[config.mk]
export PLATFORM = sky130hd
export DESIGN_NAME = pcds_top
export DESIGN_NICKNAME = d
export VERILOG_FILES = /design/src/verilog/pcds_pkg.sv /design/src/verilog/pcds_top.sv
export SDC_FILE = /design/constraint.sdc
export NUM_CORES = 1
export LEC_CHECK = 0
export BUFFER_PORTS_ARGS = -buffer_cell sky130_fd_sc_hd__buf_2
export CAP_MARGIN = 10
export CELL_PAD_IN_SITES_DETAIL_PLACEMENT = 0
export CELL_PAD_IN_SITES_GLOBAL_PLACEMENT = 1
export CORE_ASPECT_RATIO = 1.2
export CORE_MARGIN = 2
export CORE_UTILIZATION = 40
export DETAILED_ROUTE_END_ITERATION = 6
export MAX_ROUTING_LAYER = met4
export PLACE_DENSITY_LB_ADDON = 0.05
export SYNTH_ARGS = -nofsm -noshare
export SYNTH_HDL_FRONTEND = slang
export SYNTH_SLANG_ARGS = --single-unit
[constraint.sdc]
create_clock -name pclk -period 3.85 [get_ports pclk]
set_input_delay 0.5775 -clock pclk [delete_from_list [all_inputs] [get_ports pclk]]
set_output_delay 0.5775 -clock pclk [all_outputs]
set_load 0.05 [all_outputs]
[src/verilog/pcds_pkg.sv]
// constants, register map and carriers for the point/character display sequencer
// assumes one 125 MHz clock shared by the apb slave and the processor strobes
package pcds_pkg;
	// clock rate and documented times (ns)
	localparam int CLK_MHZ       = 125;
	localparam int SETTLE_NS     = 25000;
	localparam int MOVE_NS       = 1500;
	localparam int MOVE_SLOW_NS  = 7000;
	localparam int MOVE_SHORT_NS = 500;
	localparam int INT_MIN_NS    = 500;
	localparam int INT_MAX_NS    = 10000;
	localparam int UPDATE_NS     = 8000;
	// least times round up, the longest pulse width rounds down
	localparam int SETTLE_CYC    = (SETTLE_NS * CLK_MHZ + 999) / 1000;
	localparam int MOVE_CYC      = (MOVE_NS * CLK_MHZ + 999) / 1000;
	localparam int MOVE_SLOW_CYC = (MOVE_SLOW_NS * CLK_MHZ + 999) / 1000;
	localparam int MOVE_SHRT_CYC = (MOVE_SHORT_NS * CLK_MHZ + 999) / 1000;
	localparam int INT_MIN_CYC   = (INT_MIN_NS * CLK_MHZ + 999) / 1000;
	localparam int INT_MAX_CYC   = (INT_MAX_NS * CLK_MHZ) / 1000;
	localparam int UPDATE_CYC    = (UPDATE_NS * CLK_MHZ + 999) / 1000;
	// apb register byte offsets
	localparam logic [11:0] CTRL_OFS  = 12'h000;
	localparam logic [11:0] STAT_OFS  = 12'h004;
	localparam logic [11:0] COORD_OFS = 12'h008;
	// ctrl fields
	localparam int CTRL_SLOW_BIT = 0;
	localparam int CTRL_NEG_BIT  = 1;
	localparam int CTRL_WID_LSB  = 16;
	localparam logic [11:0] WIDTH_RST = 12'(INT_MIN_CYC);
	// status and coordinate fields
	localparam int STAT_ACT_BIT  = 0;
	localparam int STAT_BUSY_BIT = 1;
	localparam int STAT_PAUS_BIT = 2;
	localparam int STAT_SIZE_BIT = 3;
	localparam int STAT_PAT_LSB  = 16;
	localparam int COORD_V_LSB   = 16;
	localparam int COORD_CH_BIT  = 31;
	// character geometry offsets
	localparam logic [4:0]  FULL_V_SPACE = 5'h18;
	localparam logic [4:0]  HALF_V_SPACE = 5'h0c;
	localparam logic [11:0] FULL_H_ADV   = 12'h008;
	localparam logic [11:0] HALF_H_ADV   = 12'h004;
	localparam logic [8:0]  FULL_V_STEP  = 9'h004;
	localparam logic [8:0]  HALF_V_STEP  = 9'h002;
	localparam logic [11:0] POINT_PAT    = 12'h0001;
	localparam logic [11:0] HORIZ_LOC    = 12'h0001;
	localparam int SIZE_AC_BIT = 7;
	localparam int OFS_A_BIT   = 2;
	localparam int OFS_B_BIT   = 1;
	// processor strobes and data into the sequencer
	typedef struct packed {
		logic        exec1_ts3;
		logic        exec1_ts5;
		logic        exec2_t1;
		logic        exec2_t2;
		logic        exec2_t3;
		logic        exec2_ts5;
		logic        point_ts5;
		logic        is_char;
		logic        special_functions_instr;
		logic [11:0] mb;
		logic [11:0] ac;
	} pcds_cpu_req_t;
	// answers back to the processor
	typedef struct packed {
		logic        pause;
		logic        mem_rd;
		logic [11:0] mem_addr;
		logic        ac_wr;
		logic [11:0] ac_data;
		logic        mb_wr;
		logic [11:0] mb_data;
	} pcds_cpu_rsp_t;
	// deflection and intensify outputs
	typedef struct packed {
		logic       chan;
		logic [8:0] horiz;
		logic [8:0] vert;
		logic       inten;
	} pcds_disp_t;
	// sequencer states
	typedef enum logic [2:0] {ST_IDLE, ST_SETTLE, ST_MOVE, ST_INTEN, ST_UPDATE} pcds_state_t;
endpackage

[src/verilog/pcds_top.sv]
// point/character display sequencer: setup from processor strobes, timed plot loop
// assumes processor strobes are one-cycle pulses synchronous to pclk
//
// Design decisions made here: the APB slave port and the register offsets.
`timescale 1ns/1ps
`default_nettype none
module pcds_top
	import pcds_pkg::*;
(
	// clock and reset
	input  wire logic          pclk,
	input  wire logic          presetn,
	// apb slave
	input  wire logic          psel,
	input  wire logic          penable,
	input  wire logic          pwrite,
	input  wire logic [11:0]   paddr,
	input  wire logic [31:0]   pwdata,
	output logic      [31:0]   prdata,
	output logic               pready,
	output logic               pslverr,
	// processor side
	input  wire pcds_cpu_req_t cpu_req,
	output pcds_cpu_rsp_t      cpu_rsp,
	// deflection side
	output pcds_disp_t         disp
);
	localparam int SETTLE_I = SETTLE_CYC;
	localparam int UPD_I    = UPDATE_CYC;

	pcds_state_t state_q;          // sequencer state
	logic [11:0] cnt_q;            // interval down counter
	logic        active_q;         // display_active_flag
	logic        size_q;           // char_size_flag, 1 = full size
	logic [11:0] pat_q;            // intensity shift register, bit 0 is next dot
	logic [8:0]  horiz_q;          // horizontal_coord_reg
	logic [8:0]  vert_q;           // vertical_coord_reg
	logic        chan_q;           // channel select
	logic        inten_q;          // intensify_pulse pin level
	logic        pause_q;          // internal pause to the processor
	logic        slow_q;           // point_rate_switch
	logic        neg_q;            // intensify polarity, 1 = negative going
	logic [11:0] width_q;          // intensify width in cycles
	pcds_cpu_rsp_t rsp_q;          // registered processor answers
	logic [31:0] prdata_q;         // apb read data
	logic        pready_q;         // apb ready
	logic        pslverr_q;        // apb error
	logic        setup_done;       // last setup ts5 of either instruction
	logic        in_progress;      // display_in_progress
	logic        shift_pulse;      // pattern_shift_pulse
	logic [11:0] width_c;          // clamped width
	logic [11:0] new_pat;          // pattern after shift

	// move time depends on the dot about to be shown
	function automatic logic [11:0] move_len(input logic dot, input logic slow);
		if (!dot) begin
			return 12'(MOVE_SHRT_CYC);
		end else if (slow) begin
			return 12'(MOVE_SLOW_CYC);
		end else begin
			return 12'(MOVE_CYC);
		end
	endfunction

	// apb address decode
	function automatic logic known_ofs(input logic [11:0] a);
		return (a == CTRL_OFS) || (a == STAT_OFS) || (a == COORD_OFS);
	endfunction

	assign setup_done  = (cpu_req.exec2_ts5 && cpu_req.is_char) ||
	                     (cpu_req.point_ts5 && !cpu_req.is_char);
	assign in_progress = active_q || (state_q != ST_IDLE);
	assign shift_pulse = (state_q == ST_INTEN) && (cnt_q == 12'h000);
	assign new_pat     = {1'b0, pat_q[11:1]};
	// width knob held inside its documented span
	assign width_c = (width_q < 12'(INT_MIN_CYC)) ? 12'(INT_MIN_CYC) :
	                 (width_q > 12'(INT_MAX_CYC)) ? 12'(INT_MAX_CYC) : width_q;

	// apb slave: one wait state, answers from flops
	always_ff @(posedge pclk or negedge presetn) begin
		if (!presetn) begin
			pready_q  <= 1'b0;
			pslverr_q <= 1'b0;
			prdata_q  <= 32'h0000_0000;
		end else if (psel && penable && !pready_q) begin
			pready_q  <= 1'b1;
			pslverr_q <= !known_ofs(paddr);
			prdata_q  <= 32'h0000_0000;
			if (!pwrite) begin
				case (paddr)
					CTRL_OFS: begin
						prdata_q[CTRL_SLOW_BIT] <= slow_q;
						prdata_q[CTRL_NEG_BIT]  <= neg_q;
						prdata_q[CTRL_WID_LSB +: 12] <= width_c; // the width in force
					end
					STAT_OFS: begin
						prdata_q[STAT_ACT_BIT]  <= active_q;
						prdata_q[STAT_BUSY_BIT] <= in_progress;
						prdata_q[STAT_PAUS_BIT] <= pause_q;
						prdata_q[STAT_SIZE_BIT] <= size_q;
						prdata_q[STAT_PAT_LSB +: 12] <= pat_q;
					end
					COORD_OFS: begin
						prdata_q[8:0] <= horiz_q;
						prdata_q[COORD_V_LSB +: 9] <= vert_q;
						prdata_q[COORD_CH_BIT] <= chan_q;
					end
					default: begin
						prdata_q <= 32'h0000_0000; // unmapped reads zero, with error
					end
				endcase
			end
		end else begin
			pready_q  <= 1'b0;
			pslverr_q <= 1'b0;
		end
	end

	// control register write, taken at the first access edge, one edge before the completing edge
	always_ff @(posedge pclk or negedge presetn) begin
		if (!presetn) begin
			slow_q  <= 1'b0;
			neg_q   <= 1'b0;
			width_q <= WIDTH_RST;
		end else if (psel && penable && !pready_q && pwrite && paddr == CTRL_OFS) begin
			slow_q  <= pwdata[CTRL_SLOW_BIT];
			neg_q   <= pwdata[CTRL_NEG_BIT];
			width_q <= pwdata[CTRL_WID_LSB +: 12];
		end
	end

	// size flag from the special-functions instruction
	always_ff @(posedge pclk or negedge presetn) begin
		if (!presetn) begin
			size_q <= 1'b0;
		end else if (cpu_req.special_functions_instr) begin
			size_q <= cpu_req.ac[SIZE_AC_BIT];
		end
	end

	// internal pause: taken at ts3, held until the old display ends
	always_ff @(posedge pclk or negedge presetn) begin
		if (!presetn) begin
			pause_q <= 1'b0;
		end else if (cpu_req.exec1_ts3 && in_progress) begin
			pause_q <= 1'b1;
		end else if (!in_progress) begin
			pause_q <= 1'b0;
		end
	end

	// processor answers: location read, ac and mb rewrites
	always_ff @(posedge pclk or negedge presetn) begin
		if (!presetn) begin
			rsp_q <= '0;
		end else begin
			rsp_q.pause  <= 1'b0;
			rsp_q.mem_rd <= cpu_req.exec2_t1 && cpu_req.is_char;
			rsp_q.ac_wr  <= cpu_req.exec2_t2 && cpu_req.is_char;
			rsp_q.mb_wr  <= cpu_req.exec2_t3 && cpu_req.is_char;
			if (cpu_req.exec2_t1) begin
				rsp_q.mem_addr <= HORIZ_LOC;
			end
			if (cpu_req.exec2_t2) begin
				// spacing keeps characters on one line
				rsp_q.ac_data <= {cpu_req.ac[11:5], size_q ? FULL_V_SPACE : HALF_V_SPACE};
			end
			if (cpu_req.exec2_t3) begin
				rsp_q.mb_data <= cpu_req.mb + (size_q ? FULL_H_ADV : HALF_H_ADV);
			end
		end
	end

	// pattern register: loaded at setup, shifted each update
	always_ff @(posedge pclk or negedge presetn) begin
		if (!presetn) begin
			pat_q <= 12'h000;
		end else if (cpu_req.exec1_ts5 && cpu_req.is_char && !pause_q) begin
			pat_q <= cpu_req.mb;
		end else if (cpu_req.point_ts5 && !cpu_req.is_char && !pause_q) begin
			pat_q <= POINT_PAT;
		end else if (shift_pulse) begin
			pat_q <= new_pat;
		end
	end

	// coordinate registers driving the converters
	always_ff @(posedge pclk or negedge presetn) begin
		if (!presetn) begin
			horiz_q <= 9'h000;
			vert_q  <= 9'h000;
			chan_q  <= 1'b0;
		end else if (cpu_req.point_ts5 && !cpu_req.is_char && !pause_q) begin
			chan_q  <= cpu_req.mb[11];
			horiz_q <= cpu_req.mb[8:0];
			horiz_q[OFS_A_BIT] <= 1'b1;
			horiz_q[OFS_B_BIT] <= 1'b0;
			vert_q  <= cpu_req.ac[8:0];
		end else if (cpu_req.exec2_ts5 && cpu_req.is_char) begin
			horiz_q <= cpu_req.mb[8:0];
			// full size clears five low bits, half size four
			vert_q  <= size_q ? {cpu_req.ac[8:5], 5'h00} : {cpu_req.ac[8:4], 4'h0};
		end else if (shift_pulse) begin
			horiz_q[OFS_A_BIT] <= !horiz_q[OFS_A_BIT];
			if (!size_q) begin
				horiz_q[OFS_B_BIT] <= !horiz_q[OFS_B_BIT];
			end
			// a left dot shares the row of the previous right dot
			if (!horiz_q[OFS_A_BIT]) begin
				vert_q <= vert_q + (size_q ? FULL_V_STEP : HALF_V_STEP);
			end
		end
	end

	// active flag: set at end of setup, cleared at the end of the update interval once the pattern is empty
	always_ff @(posedge pclk or negedge presetn) begin
		if (!presetn) begin
			active_q <= 1'b0;
		end else if (setup_done && !pause_q) begin
			active_q <= 1'b1;
		end else if (state_q == ST_UPDATE && cnt_q == 12'h000 && pat_q == 12'h000) begin
			active_q <= 1'b0;
		end
	end

	// timed loop: settle, move, intensify, update
	always_ff @(posedge pclk or negedge presetn) begin
		if (!presetn) begin
			state_q <= ST_IDLE;
			cnt_q   <= 12'h000;
		end else if (setup_done && !pause_q) begin
			state_q <= ST_SETTLE;
			cnt_q   <= 12'(SETTLE_CYC - 1);
		end else begin
			case (state_q)
				ST_IDLE: begin
					cnt_q <= 12'h000;
				end
				ST_SETTLE: begin
					if (cnt_q != 12'h000) begin
						cnt_q <= cnt_q - 12'h001;
					end else if (active_q) begin
						state_q <= ST_MOVE;
						cnt_q   <= move_len(pat_q[0], slow_q) - 12'h001;
					end
				end
				ST_MOVE: begin
					if (cnt_q != 12'h000) begin
						cnt_q <= cnt_q - 12'h001;
					end else begin
						state_q <= ST_INTEN;
						cnt_q   <= width_c - 12'h001;
					end
				end
				ST_INTEN: begin
					if (cnt_q != 12'h000) begin
						cnt_q <= cnt_q - 12'h001;
					end else begin
						state_q <= ST_UPDATE;
						cnt_q   <= 12'(UPDATE_CYC - 1);
					end
				end
				ST_UPDATE: begin
					if (cnt_q != 12'h000) begin
						cnt_q <= cnt_q - 12'h001;
					end else if (pat_q != 12'h000) begin
						state_q <= ST_MOVE;
						cnt_q   <= move_len(pat_q[0], slow_q) - 12'h001;
					end else begin
						state_q <= ST_IDLE;
					end
				end
				default: begin
					state_q <= ST_IDLE;
				end
			endcase
		end
	end

	// intensify pin: active level only for a set dot, idle level otherwise
	always_ff @(posedge pclk or negedge presetn) begin
		if (!presetn) begin
			inten_q <= 1'b0;
		end else begin
			inten_q <= neg_q ^ (state_q == ST_INTEN && pat_q[0]);
		end
	end

	// output assembly straight from flops
	always_comb begin
		cpu_rsp       = rsp_q;
		cpu_rsp.pause = pause_q;
		disp.chan     = chan_q;
		disp.horiz    = horiz_q;
		disp.vert     = vert_q;
		disp.inten    = inten_q;
	end
	assign prdata  = prdata_q;
	assign pready  = pready_q;
	assign pslverr = pslverr_q;

	// checker helpers: dwell in settle and update, counted apart from cnt_q
	logic [11:0] settle_run_q;     // cycles spent in settle since the last setup
	logic [11:0] upd_run_q;        // cycles spent in the current update interval
	always_ff @(posedge pclk or negedge presetn) begin
		if (!presetn) begin
			settle_run_q <= 12'h000;
			upd_run_q    <= 12'h000;
		end else begin
			settle_run_q <= (state_q == ST_SETTLE && !(setup_done && !pause_q)) ?
			                settle_run_q + 12'h001 : 12'h000;
			upd_run_q    <= (state_q == ST_UPDATE) ? upd_run_q + 12'h001 : 12'h000;
		end
	end
endmodule
`default_nettype wire

======== After elaboration in Yosys (flattened, before gate mapping) ========
Index checks and enable logic that the tools add are counted.
operators by class
  $lt $le $gt $ge ......................... 2
  shifts and indexed selects .............. 0
  multiplexer cells ....................... 58
  reductions and logical operators ........ 44
  add/sub/neg operators ................... 6
  divide/modulo/power cells ............... 0
  bitwise gates (word level) .............. 1
  $mul .................................... 0
  eq/ne operators ......................... 17
operators by type and width
  operator                                                                        count
  12-bit two-way mux                                                              20
  12-bit case mux with 5 select lines                                             1
  12-bit by 1-bit subtractor with 12-bit output (second input constant)           4
  9-bit two-way mux                                                               5
  12-bit logical NOT                                                              3
  32-bit two-way mux                                                              1
  9-bit case mux with 3 select lines                                              1
  12-bit nonzero test                                                             2
  3-bit two-way mux                                                               7
  10-bit two-way mux                                                              2
  1-bit logical AND                                                               18
  5-bit two-way mux                                                               3
  3-bit != test (second input constant)                                           5
  3-bit case mux with 5 select lines                                              1
  12-bit by 4-bit adder with 12-bit output                                        1
  12-bit by 3-bit == test with 1-bit output (second input constant)               1
  12-bit by 4-bit == test with 1-bit output (second input constant)               1
  12-bit by 11-bit > comparator with 1-bit output (second input constant)         1
  12-bit by 6-bit less-than comparator with 1-bit output (second input constant)  1
  9-bit by 3-bit adder with 9-bit output                                          1
  1-bit two-way mux                                                               9
  3-bit nonzero test                                                              3
  3-bit by 2-bit == test with 1-bit output (second input constant)                2
  1-bit logical NOT                                                               6
  other kinds (21)                                                                29
storage, ports and cells
  register bits after elaboration ......... 126
  bits in latches ......................... 0
  output and inout bits ................... 94
  memory bits (writable) .................. 0
  logic and storage cells ................. 152
  memories ................................ 0
  bits in read-only memories .............. 0

======== Depth between registers and ports, before layout ========
  depth in word-level cells ............... 11
  gate-level depth with buffers ........... 13
  depth with buffers taken out ............ 12

======== Least setup slack after synthesis ========
OpenSTA, ideal clock, no wires.
  kind .................................... register -> register
  start point ............................. register width_q[8]
  end point ............................... register cnt_q[6]
  clock period less this slack ............ 2.701 ns
  data required time ...................... 3.749 ns
  setup time .............................. 0.101 ns
  slack ................................... 1.149 ns
  cell stages (with the launch flop) ...... 13
  data arrival time ....................... 2.601 ns
  path buffers ............................ 0
  cells stage by stage .................... dfrtp_1 > or3_1 > nor3_1 > a21oi_1 > a21o_1 > inv_1 > ha_1 > inv_1 > a2111oi_0 > o31ai_1 > xnor2_1 > nor4_1 > o32ai_1
between the ends
  longest elaborated chain between the ends .. 7
RTL lines
  what                                               RTL line         text
  start: declaration                                 pcds_top.sv:43   logic [11:0] width_q;
  start signal: assignment                           pcds_top.sv:128  width_q <= pwdata[CTRL_WID_LSB +: 12];
  12-bit by 11-bit > comparator with 1-bit output    pcds_top.sv:77   (width_q > 12'(INT_MAX_CYC)) ? 12'(INT_MAX_CYC) : width_q;
  12-bit two-way mux                                 pcds_top.sv:77
  12-bit two-way mux (*)                             pcds_top.sv:76   assign width_c = (width_q < 12'(INT_MIN_CYC)) ? 12'(INT_MIN_CYC) :
  12-bit by 1-bit subtractor with 12-bit output (*)  pcds_top.sv:252  cnt_q <= width_c - 12'h001;
  12-bit two-way mux (*)                             pcds_top.sv:248  if (cnt_q != 12'h000) begin
  12-bit case mux with 5 select lines (*)            pcds_top.sv:235  case (state_q)
  12-bit two-way mux (*)                             pcds_top.sv:231  end else if (setup_done && !pause_q) begin
  end signal: assignment                             pcds_top.sv:233  cnt_q <= 12'(SETTLE_CYC - 1);
  end signal: assignment                             pcds_top.sv:249  cnt_q <= cnt_q - 12'h001;
  end signal: assignment                             pcds_top.sv:252
  end: declaration                                   pcds_top.sv:32   logic [11:0] cnt_q;
Every way passes the cells marked *; elsewhere a longest branch is shown, timed or not.
A chain may end at the register's enable or synchronous reset.

======== Final worst setup path ========
Same ends and word-level chain as after synthesis.

==> flow_summary.yaml <==
die:
  die_area_sq_um: 16900
  core_area_sq_um: 15600
  rows: 50
  die_h_um: 142
  die_w_um: 119
  num_io_pins: 176
  initial_utilization_pct: 40.8
global_route:
  grt_use_total_pct: 23.7
  grt_max_degree: 68
  antenna_found_initial: 0
  globalRouteOverflowTotal: 0
  grt_pass1_vias: 5581
  grt_first_pass_wirelength_um: 30000
sta:
  tightest_slew_ps: 932
  slew_headroom_pct: 37.8
  fin_crit_sh_pct: 80.8
  period_needed_ps: 3110
  setup_tns_ps: 0
  setup_viol: 0
  fmax_mhz: 322
  fin_skew_ps: 5.92
  final_max_slew_viol_count: 0
  hold_viol: 0
  hold-worst-slack_ps: 296
  rsz0062_at_grt: "no"
yosys:
  syn_area_sq_um: 6360
  synth_top_flop_cell: "dfrtp_1"
  yosysTopAreaCellShare_pct: 42.5
  synth.most_common_cell: "dfrtp_1"
  synth-seq-area-share_pct: 45.0
  syn_area_per_cell_sq_um: 9.80
  ys_warn_count: 0
  synth_area_leader_cell: "dfrtp_1"
  synth-async-reset-ratio_pct: 100
  synth-seq-cells: 114
  synth-edff-count: 0
  synth_cell_types: 71
  synth_area_leaders: "dfrtp_1 (43%), mux2_2 (6.4%), nand2_1 (4.1%)"
  postSynthCellCount: 649
  synth_common_cells: "dfrtp_1 (108), nand2_1 (69), o21ai_0 (48)"
finish:
  regArea_sq_um: 2860
  antennaDiodeCount: 0
  syn2layout_area_growth_pct: 21.2
  multi_input_area_sq_um: 3230
  drive_gt1_share_pct: 28.6
  nFillCells: 1466
  fin_nets: 873
power:
  peakVddDrop_mv: 0.329
  clockPowerShare_pct: 30.5
  internal_power_uw: 2890
  power_uw: 4830
  p_per_area_nw_per_um2: 627
  swShare_pct: 40.2
  p_seq_share_pct: 36.0
  p_switching_uw: 1940
  leakage_uw: 0.00352
  combPwrFrac_pct: 33.5
clock_tree:
  root_buffer: "clkbuf_16"
  cts_setup_buffers: 0
  cts_made_buffers: 17
  cts_tree: "built"
  cts.clk_slew.worst_paths_ps: 50
  clock-sinks: 114
  clk_latency_ps: 410
  holdBufCountCts: 0
  h-tree-depth: 4
  cts_buffer_depth: 2
  ctsResizeCount: 0
drt:
  routed_wl_um: 19000
  vias: 5474
  ant_nets: 0
  wl_per_cell_um: 18.9
  drtPass1Iterations: 5
  drc_errors: 0
  viasPerCell: 5.46
  drt_iter0_drc: 391
critical_path:
  r2r_setup_slack_ps: 740
  path_max_fanout: 7
  end_kind: "register"
  cp.required_ps: 4160
  worstSetupPathType: "register to register"
  cp-start-kind: "register"
  cp.arrival_ps: 3420
status:
  status: "finished, final reports clean"
place:
  dp_hpwl_um: 14200
  portBuffers: 134
  place_congestion: 0.860
min_path:
  hold_class: "input port to async pin"
job:
  drv_cap: 0
-- routing by layer --
metal	share of wire (%)	vias up	global-route usage (%)	routed length, um
met4	2.7	0	9.52	522
met5	0	-	-	0
li1	-	2591	-	-
met2	50	172	38.4	9460
met1	43	2673	28.7	8120
met3	4.7	38	5.13	886
-- worst max-delay path, stage by stage, from the launching register on --
cell and delay, ps:
dfrtp_1 460, or3_1 420, nor3_1 440, a21oi_1 150, a21o_1 240, inv_1 60
ha_1 190, inv_1 50, a2111oi_0 280, o31ai_1 150, xnor2_1 210, nor4_1 80
o32ai_1 280
-- path summary, 6_finish.rpt --
kind / startpoint / endpoint / cells past startpoint
worst max-delay path: width_q[8] / cnt_q[6] / 12
worst min-delay path: presetn / cnt_q[11] / 1
worst max register to register: width_q[8] / cnt_q[6] / 12
worst min register to register: cpu_rsp[16] / cpu_rsp[16] / 1
max in group asynchronous: presetn / width_q[2] / 2
min in group pclk: cpu_req[24] / size_q / 2
-- power by group through the flow --
stage / sequential [uW] / combinational (uW) / clock, uW
finish: 1740 / 1620 / 1470
global route: 1780 / 1780 / 1560
CTS: 1740 / 1620 / 1510
detailed placement: 1750 / 1620 / 0
global placement: 1750 / 1600 / 0
floorplan: 1870 / 1040 / 0
-- through the flow --
step                area (sq um)  worst slack (ps)  util, %  instances
CTS                         7700               747     49.5       1002
finish                      7700               740     49.5       1002
floorplan                   6440              1150        -        671
global route                7700               489     49.5       1002
detailed placement          7160               754     45.9        970
global placement            7160               802     45.9        970
-- state kept, by name, indices dropped and copies added (netlist names) --
register,cells
chan_q,1
pat_q,12
state_q,3
horiz_q,9
slow_q,1
pslverr,1
cpu_rsp,26
active_q,1
pready,1
cnt_q,12
neg_q,1
pause_q,1
width_q,12
inten_q,1
prdata,22
vert_q,9
size_q,1
-- layout make-up --
class,instances,area share [%]
Timing Repair Buffer,144,9.71
Clock buffer,22,6.02
Clock inverter,10,1.10
Tap cell,208,3.38
Multi-Input combinational cell,488,41.9
Inverter,16,0.779
Sequential cell,114,37.1
-- cell usage in the layout, fill, tap and decap left out, types with 9 or more instances in the layout --
cell	n
conb_1	23
a21oi_1	29
nor2b_1	9
nand4_1	11
nand3_1	14
xor2_1	14
mux2i_1	20
nor3_1	12
clkbuf_16	17
xnor2_1	10
nor4_1	11
mux2_2	36
o21ai_0	48
a22o_1	13
nand2_1	69
dfrtp_1	108
inv_1	15
nor2_1	40
buf_2	133
buf_4	11
-- cell families after synthesis --
group                      after synthesis  share of synthesized area, %
and+or+nand+nor                        218                          17.9
AOI/OAI and AO/OA                      157                          16.4
DFF                                    114                          45.0
buffers and inverters                   69                          5.71
muxes                                   56                          9.53
xor gates and xnor gates                24                          3.31
adders and majority gates               10                          2.20
other                                    1                        0.0590
No activity file was read; power rests on OpenSTA's default activity.
